File: src/hw/host_port_regs.svh
// register offsets, field positions and timing counts of the host port block
`ifndef HOST_PORT_REGS_SVH
`define HOST_PORT_REGS_SVH

// register offsets (word addresses on the plain port)
`define REG_DATA 4'h0
`define REG_CTRL 4'h1
`define REG_STAT 4'h2
`define REG_RSTCTL 4'h3

// control register fields (write effects)
`define CTRL_RELEASE_BIT 0
`define CTRL_FORCE_BUSY_BIT 1
`define CTRL_CLEAR_FORCE_BIT 2

// status register fields
`define STAT_BUSY_BIT 0
`define STAT_VALID_BIT 1
`define STAT_FORCE_BIT 2
`define STAT_INIT_BIT 3
`define STAT_OFF_BIT 4
`define STAT_CL_BIT 5
`define STAT_HEAD_DRIVER_ERROR_BIT 6
`define STAT_PD_BIT 7

// reset control register fields
`define RST_FORCE_BIT 0
`define RST_MOTOR_BIT 1
`define RST_PD_BIT 2

// timing: clock 100 MHz
`define CLK_PERIOD_NS 10
`define ACK_PULSE_NS 5000
`define ACK_PULSE_CYC ((`ACK_PULSE_NS + `CLK_PERIOD_NS - 1) / `CLK_PERIOD_NS)
`define RST_HOLD_NS 20000
`define RST_HOLD_CYC ((`RST_HOLD_NS + `CLK_PERIOD_NS - 1) / `CLK_PERIOD_NS)
`define CPU_CLK_KHZ 24570

`endif

File: src/hw/host_port_pkg.sv
// types of the host port block
package host_port_pkg;

	typedef struct packed {
		logic [7:0] data;
	} host_byte_type;

	typedef struct packed {
		logic supply_low_n;
		logic supply_off_notice;
		logic current_limit_flag;
		logic head_driver_error;
	} supply_status_type;

	typedef enum logic [2:0] {
		HS_IDLE = 3'b001,
		HS_HELD = 3'b010,
		HS_ACK = 3'b100
	} handshake_state_type;

endpackage : host_port_pkg

File: src/hw/host_port.sv
// parallel host port, reset routing and supply board glue
//
// Decided for this implementation: the strobed register port and the register offsets.
`timescale 1ns/10ps
`include "host_port_regs.svh"
`default_nettype none

module host_port (
	// clock and reset
	input wire logic clk_sys,
	input wire logic sys_rst,
	// register port
	input wire logic [3:0] reg_addr,
	input wire logic [7:0] reg_wdata,
	input wire logic reg_wr,
	input wire logic reg_rd,
	output logic [7:0] reg_rdata,
	// parallel host link
	input wire logic [7:0] host_data,
	input wire logic strobe_n,
	input wire logic init_n,
	output logic busy,
	output logic ack_n,
	// reset sources and outputs
	input wire logic supply_low_n,
	input wire logic ext_reset_n,
	output logic forced_reset_out,
	output logic motor_error_reset_out,
	output logic cpu_reset_input_n,
	output logic host_init_interrupt,
	// supply board
	input wire logic supply_off_notice,
	input wire logic current_limit_flag,
	input wire logic head_driver_error,
	output logic power_down_request
);

	// ------------------------------------------------------------
	// reset combination and stretch
	// ------------------------------------------------------------
	logic [15:0] rst_cnt_r, rst_cnt_nxt;
	logic rst_src;
	logic frc_r, frc_nxt;
	logic mot_r, mot_nxt;
	logic pd_r, pd_nxt;
	logic off_sync_r;

	// supply low, end of the power off notice, external request or forced outputs
	assign rst_src = !supply_low_n || !ext_reset_n || frc_r || mot_r
		|| (off_sync_r && !supply_off_notice);

	always_comb begin
		rst_cnt_nxt = rst_cnt_r;
		if (rst_src) begin
			rst_cnt_nxt = 16'(`RST_HOLD_CYC);
		end else if (rst_cnt_r != 16'h0000) begin
			rst_cnt_nxt = rst_cnt_r - 16'h0001;
		end
	end

	always_ff @(posedge clk_sys or posedge sys_rst) begin
		if (sys_rst) begin
			rst_cnt_r <= 16'(`RST_HOLD_CYC);
			off_sync_r <= 1'b0;
		end else begin
			rst_cnt_r <= rst_cnt_nxt;
			off_sync_r <= supply_off_notice;
		end
	end

	// own reset from the stretched pulse, same as the cpu sees
	logic blk_rst;
	assign blk_rst = (rst_cnt_r != 16'h0000);
	assign cpu_reset_input_n = !blk_rst;

	// ------------------------------------------------------------
	// strobe synchroniser and init forward
	// ------------------------------------------------------------
	logic stb_meta_r, stb_sync_r, stb_prev_r;
	logic init_meta_r, init_sync_r;
	logic stb_fall;

	always_ff @(posedge clk_sys or posedge sys_rst) begin
		if (sys_rst) begin
			stb_meta_r <= 1'b1;
			stb_sync_r <= 1'b1;
			stb_prev_r <= 1'b1;
			init_meta_r <= 1'b1;
			init_sync_r <= 1'b1;
		end else begin
			stb_meta_r <= strobe_n;
			stb_sync_r <= stb_meta_r;
			stb_prev_r <= stb_sync_r;
			init_meta_r <= init_n;
			init_sync_r <= init_meta_r;
		end
	end

	assign stb_fall = stb_prev_r && !stb_sync_r;
	assign host_init_interrupt = !init_sync_r;

	// ------------------------------------------------------------
	// two-entry byte buffer
	// ------------------------------------------------------------
	host_port_pkg::host_byte_type buf_r [2];
	host_port_pkg::host_byte_type buf_nxt [2];
	logic [1:0] cnt_r, cnt_nxt;
	logic wr_ptr_r, wr_ptr_nxt, rd_ptr_r, rd_ptr_nxt;
	logic in_valid, in_ready, out_valid, out_ready;

	assign in_ready = (cnt_r != 2'h2);
	assign out_valid = (cnt_r != 2'h0);

	always_comb begin
		buf_nxt = buf_r;
		wr_ptr_nxt = wr_ptr_r;
		rd_ptr_nxt = rd_ptr_r;
		cnt_nxt = cnt_r;
		if (in_valid && in_ready) begin
			buf_nxt[wr_ptr_r].data = host_data;
			wr_ptr_nxt = !wr_ptr_r;
		end
		if (out_valid && out_ready) begin
			rd_ptr_nxt = !rd_ptr_r;
		end
		cnt_nxt = cnt_r + 2'((in_valid && in_ready) ? 1 : 0)
			- 2'((out_valid && out_ready) ? 1 : 0);
	end

	always_ff @(posedge clk_sys or posedge sys_rst) begin
		if (sys_rst) begin
			buf_r[0] <= '0;
			buf_r[1] <= '0;
			cnt_r <= 2'h0;
			wr_ptr_r <= 1'b0;
			rd_ptr_r <= 1'b0;
		end else if (blk_rst) begin
			cnt_r <= 2'h0;
			wr_ptr_r <= 1'b0;
			rd_ptr_r <= 1'b0;
		end else begin
			buf_r <= buf_nxt;
			cnt_r <= cnt_nxt;
			wr_ptr_r <= wr_ptr_nxt;
			rd_ptr_r <= rd_ptr_nxt;
		end
	end

	// ------------------------------------------------------------
	// handshake state machine
	// ------------------------------------------------------------
	host_port_pkg::handshake_state_type hs_r, hs_nxt;
	logic [15:0] ack_cnt_r, ack_cnt_nxt;
	logic force_r, force_nxt;
	logic release_req, data_rd;

	assign data_rd = reg_rd && (reg_addr == `REG_DATA);
	assign out_ready = data_rd;
	assign release_req = reg_wr && (reg_addr == `REG_CTRL) && reg_wdata[`CTRL_RELEASE_BIT];
	// a strobe is only taken while idle and with room in the buffer
	assign in_valid = stb_fall && (hs_r == host_port_pkg::HS_IDLE);

	always_comb begin
		hs_nxt = hs_r;
		ack_cnt_nxt = ack_cnt_r;
		force_nxt = force_r;
		if (reg_wr && reg_addr == `REG_CTRL) begin
			if (reg_wdata[`CTRL_FORCE_BUSY_BIT]) begin
				force_nxt = 1'b1;
			end else if (reg_wdata[`CTRL_CLEAR_FORCE_BIT]) begin
				force_nxt = 1'b0;
			end
		end
		case (hs_r)
			host_port_pkg::HS_IDLE: begin
				if (in_valid && in_ready) begin
					hs_nxt = host_port_pkg::HS_HELD;
				end
			end
			host_port_pkg::HS_HELD: begin
				if (release_req) begin
					hs_nxt = host_port_pkg::HS_ACK;
					ack_cnt_nxt = 16'(`ACK_PULSE_CYC);
				end
			end
			host_port_pkg::HS_ACK: begin
				ack_cnt_nxt = ack_cnt_r - 16'h0001;
				if (ack_cnt_r == 16'h0001) begin
					hs_nxt = host_port_pkg::HS_IDLE;
				end
			end
			default: begin
				hs_nxt = host_port_pkg::HS_IDLE;
			end
		endcase
	end

	always_ff @(posedge clk_sys or posedge sys_rst) begin
		if (sys_rst) begin
			hs_r <= host_port_pkg::HS_IDLE;
			ack_cnt_r <= 16'h0000;
			force_r <= 1'b0;
		end else if (blk_rst) begin
			hs_r <= host_port_pkg::HS_IDLE;
			ack_cnt_r <= 16'h0000;
			force_r <= 1'b0;
		end else begin
			hs_r <= hs_nxt;
			ack_cnt_r <= ack_cnt_nxt;
			force_r <= force_nxt;
		end
	end

	// busy drops with the acknowledge; force, full buffer or reset hold it
	assign busy = (hs_r == host_port_pkg::HS_HELD) || force_r || !in_ready
		|| blk_rst;
	assign ack_n = (hs_r != host_port_pkg::HS_ACK);

	// ------------------------------------------------------------
	// reset control and power down register
	// ------------------------------------------------------------
	always_comb begin
		frc_nxt = frc_r;
		mot_nxt = mot_r;
		pd_nxt = pd_r;
		if (reg_wr && reg_addr == `REG_RSTCTL) begin
			frc_nxt = reg_wdata[`RST_FORCE_BIT];
			mot_nxt = reg_wdata[`RST_MOTOR_BIT];
			pd_nxt = reg_wdata[`RST_PD_BIT];
		end else if (frc_r || mot_r) begin
			frc_nxt = 1'b0;
			mot_nxt = 1'b0;
		end
	end

	always_ff @(posedge clk_sys or posedge sys_rst) begin
		if (sys_rst) begin
			frc_r <= 1'b0;
			mot_r <= 1'b0;
			pd_r <= 1'b0;
		end else begin
			frc_r <= frc_nxt;
			mot_r <= mot_nxt;
			pd_r <= pd_nxt;
		end
	end

	assign forced_reset_out = frc_r;
	assign motor_error_reset_out = mot_r;
	assign power_down_request = pd_r;

	// ------------------------------------------------------------
	// read data
	// ------------------------------------------------------------
	logic [7:0] rdata_r, rdata_nxt;
	host_port_pkg::supply_status_type sup;

	assign sup = '{supply_low_n, supply_off_notice, current_limit_flag, head_driver_error};

	always_comb begin
		rdata_nxt = 8'h00;
		if (reg_rd) begin
			case (reg_addr)
				`REG_DATA: rdata_nxt = buf_r[rd_ptr_r].data;
				`REG_STAT: begin
					rdata_nxt[`STAT_BUSY_BIT] = busy;
					rdata_nxt[`STAT_VALID_BIT] = out_valid;
					rdata_nxt[`STAT_FORCE_BIT] = force_r;
					rdata_nxt[`STAT_INIT_BIT] = host_init_interrupt;
					rdata_nxt[`STAT_OFF_BIT] = sup.supply_off_notice;
					rdata_nxt[`STAT_CL_BIT] = !sup.current_limit_flag;
					rdata_nxt[`STAT_HEAD_DRIVER_ERROR_BIT] = sup.head_driver_error;
					rdata_nxt[`STAT_PD_BIT] = pd_r;
				end
				`REG_RSTCTL: rdata_nxt = {5'h00, pd_r, mot_r, frc_r};
				default: rdata_nxt = 8'h00;
			endcase
		end
	end

	always_ff @(posedge clk_sys or posedge sys_rst) begin
		if (sys_rst) begin
			rdata_r <= 8'h00;
		end else begin
			rdata_r <= rdata_nxt;
		end
	end

	assign reg_rdata = rdata_r;

endmodule : host_port

`default_nettype wire

File: config.mk
export PLATFORM = sky130hd
export DESIGN_NAME = host_port
export DESIGN_NICKNAME = d
export VERILOG_FILES = /design/src/hw/host_port_pkg.sv /design/src/hw/host_port.sv
export VERILOG_INCLUDE_DIRS = /design/src /design/src/hw
export SDC_FILE = /design/constraint.sdc
export NUM_CORES = 1
export LEC_CHECK = 0
export BUFFER_PORTS_ARGS = -buffer_cell sky130_fd_sc_hd__buf_2
export CORE_ASPECT_RATIO = 2
export CORE_MARGIN = 2
export CORE_UTILIZATION = 50
export DETAILED_ROUTE_END_ITERATION = 16
export MAX_ROUTING_LAYER = met4
export PLACE_DENSITY = 0.76
export RECOVER_POWER = 50
export SLEW_MARGIN = 20
export SYNTH_ARGS = -nofsm -noshare
export SYNTH_HDL_FRONTEND = slang
export SYNTH_SLANG_ARGS = --single-unit
File: constraint.sdc
create_clock -name clk_sys -period 2.88 [get_ports clk_sys]
set_clock_uncertainty 0.2 [all_clocks]
set_input_delay 0.144 -clock clk_sys [delete_from_list [all_inputs] [get_ports clk_sys]]
set_output_delay 0.144 -clock clk_sys [all_outputs]
set_load 0.01 [all_outputs]
==> flow_metrics.env <==
export IMPL_status="finished clean"
export IMPL_synth_nets=394
export IMPL_grt_pass1_vias=3282
export IMPL_regArea_sq_um=1842
export IMPL_num_rows=44
export IMPL_maxCapViolations=0
export IMPL_power_density_nw_per_um2=529.6
export IMPL_synth_seq_cells=73
export IMPL_drv_slew=0
export IMPL_synth_top_area_share_pct=41.85
export IMPL_synth_edff_count=0
export IMPL_hp_start="reg_addr[0]"
export IMPL_synth_area_leaders="dfrtp_1 (42%), dfstp_2 (8.6%), mux2_2 (5.6%), a21oi_1 (3.7%), nor2_1 (3.4%)"
export IMPL_cts_tree="built"
export IMPL_whs_endpoint="reg_rdata[2]$_DFF_PP0_"
export IMPL_synth_area_per_cell_sq_um=10.19
export IMPL_clk_path_buf_depth=2
export IMPL_fin_crit_ps=2717
export IMPL_pin_count=46
export IMPL_n_antenna_cell=0
export IMPL_grt_pass1_wl_um=15510
export IMPL_die_h_um=124.8
export IMPL_synth_top_area_cell="dfrtp_1"
export IMPL_critPathCaptureType="flip-flop"
export IMPL_io_buffers=40
export IMPL_synthesis_instances=358
export IMPL_finalHoldViolCount=0
export IMPL_min_path_cells=3
export IMPL_rr_worst_depth=5
export IMPL_criticalPathCategory="input pin to flip-flop"
export IMPL_die_w_um=64.39
export IMPL_rrSetupSlack_ps=230
export IMPL_multiInputGateArea_sq_um=1694
export IMPL_clock_root_buffer="clkbuf_16"
export IMPL_antenna_found_initial=0
export IMPL_wl_per_cell_um=17.25
export IMPL_dr_pass1_iters=5
export IMPL_grt_max_degree=48
export IMPL_synth_warning_count=0
export IMPL_drc_errors=0
export IMPL_ys_flop_type="dfrtp_1"
export IMPL_final_util_pct=63.67
export IMPL_critPathRequiredTime_ps=2890
export IMPL_gp_congestion=0.8713
export IMPL_tightest_slew_ps=1032
export IMPL_cp_start_kind="input pin"
export IMPL_r2r_start="rst_cnt_r[6]$_DFFE_PP1P_"
export IMPL_final_net_count=468
export IMPL_cts_buffers_inserted=9
export IMPL_setup_violations=0
export IMPL_cp_arrival_ps=2730
export IMPL_syn2layout_area_growth_pct=24.94
export IMPL_hold_class="input pin to flip-flop"
export IMPL_fillers=579
export IMPL_viasPerCell=6.004
export IMPL_r2r_end="buf_r[14]$_DFFE_PP0P_"
export IMPL_ir_drop_v=0.0004119
export IMPL_synth_area_sq_um=3647
export IMPL_drive_gt1_share_pct=23.11
export IMPL_yosysUniqueCellTypes=54
export IMPL_drt_iter0_markers=232
export IMPL_slew_headroom_pct=31.19
export IMPL_overflow=0
export IMPL_vias=3176
export IMPL_setup_tns_ps=0
export IMPL_cts_num_sinks=73
export IMPL_clock_latency_ps=330
export IMPL_fmax_ghz=0.3681
export IMPL_path_clk_slew_ps=50
export IMPL_cp_startpoint="reg_addr[3]"
export IMPL_ys_seq_area_share_pct=50.50
export IMPL_cp_max_fo=6
export IMPL_rsz0062_at_grt="false"
export IMPL_synth_async_reset_ratio_pct=100.0
export IMPL_die_area_sq_um=8035
export IMPL_cellLeakagePower_nw=1.949
export IMPL_routed_wl_um=9125
export IMPL_post_cts_buffers=0
export IMPL_cts_htree_levels=3
export IMPL_core_area_sq_um=7157
export IMPL_track_usage_pct=25.53
export IMPL_ant_nets=0
export IMPL_hold_ws_ps=42.89
export IMPL_start_util_pct=50.96
export IMPL_fin_crit_sh_pct=94.34
export IMPL_dp_final_hpwl_um=6071
Yosys cell counts (all sizes together) (7+ instances only):
master	count
dfrtp	61
nor2	33
a21oi	27
nand2	19
mux2	18
nor3	18
inv	17
o21ai	15
clkbuf	13
dfstp	12
a31oi	11
mux2i	9
nand3	8
or4	8
nor4	7
cell families (layout without fill, tap and decap cells):
group | count (synthesis) | in the layout | share of synthesized area (%)
simple gates | 136 | 136 | 21.37
compound gates | 81 | 81 | 14.00
flops | 73 | 73 | 50.50
buf+inv | 31 | 110 | 3.190
mux | 27 | 27 | 8.027
fa+ha+maj | 5 | 5 | 1.715
xor+xnor | 5 | 5 | 1.201
worst max-delay path by stage:
stage,end,slack [ps],cells past startpoint
finish,cnt_r[1]$_DFF_PP0_,160,10
floorplan,buf_r[10]$_DFFE_PP0P_,270,4
CTS,cnt_r[1]$_DFF_PP0_,130,10
global route,cnt_r[1]$_DFF_PP0_,50,10
global placement,buf_r[14]$_DFFE_PP0P_,280,5
detailed placement,cnt_r[1]$_DFF_PP0_,230,9
power breakdown:
part	internal, mW	switching [mW]	total (mW)
registers	1.05	0.0149	1.06
clock network	0.806	0.398	1.20
logic	0.0623	0.0817	0.144
total	1.92	0.495	2.41
layout make-up:
type                       instances  share of cell area, %
inverter                          17                  1.400
clock buffer                      14                  5.794
tap                               92                  2.526
clock inverter                     2                  1.318
multi-input combinational        254                  37.18
sequential                        73                  40.42
timing repair buffer              77                  11.37
flip-flops by register name (all words and copies together) (netlist names):
name,flops
buf_r,16
cnt_r,2
power_down_request,1
hs_r,3
init_sync_r,1
wr_ptr_r,1
off_sync_r,1
rd_ptr_r,1
stb_sync_r,1
init_meta_r,1
forced_reset_out,1
ack_cnt_r,16
force_r,1
motor_error_reset_out,1
reg_rdata,8
stb_prev_r,1
rst_cnt_r,16
stb_meta_r,1
cell usage in the layout (no fill, tap or decap), types with 3 or more instances in the layout:
cell type      count
dfrtp_1           61
nor2_1            33
buf_2             29
a21oi_1           27
dlygate4sd3_1     23
nand2_1           19
mux2_2            18
nor3_1            17
inv_1             17
o21ai_0           15
clkbuf_1          15
buf_4             13
a31oi_1           11
dfstp_2           10
mux2i_1            9
clkbuf_16          9
nand3_1            8
nand2b_1           6
or4_1              6
a211oi_1           6
and3_1             6
nor2b_1            5
ha_1               5
nor4_1             4
o31ai_1            4
or4b_2             4
xnor2_1            4
or2_2              3
nor3b_1            3
nand4_1            3
a311oi_1           3
stage by stage:
step                power, mW  std cells  setup WS, ps  cell area, sq um
finish                  2.413        529         163.0              4557
detailed placement      1.204        490         230.4              4028
global route            2.496        529         48.57              4557
global placement        1.198        490         279.1              4028
floorplan               1.150        358         274.3              3647
CTS                     2.429        529         132.5              4582
worst max-delay path: stages:
cell and delay, ps:
dlygate4sd3_1 540, buf_2 150, or4b_2 760, nor3_2 270, ha_1 280, inv_1 60
ha_1 150, xor2_1 190, xnor2_1 140, nor2_1 60
what timing repair did:
| action | 4_1_cts | 5_1_grt |
|---|---|---|
| hold buffers | 23 | 0 |
| endpoints found under the hold margin | 52 | 0 |
| gates resized for setup | 0 | 1 |
| endpoints found under the setup margin | 0 | 1 |
layer usage:
layer	GRT usage, %	wire (um)	part of all wire, %	vias to the layer above
met5	-	0	0	-
met3	4.065	377	4.1	29
met2	41.36	4949	54	104
met1	29.59	3479	38	1567
li1	-	-	-	1476
met4	14.52	319	3.5	0
No activity file was read; power rests on OpenSTA's default activity.
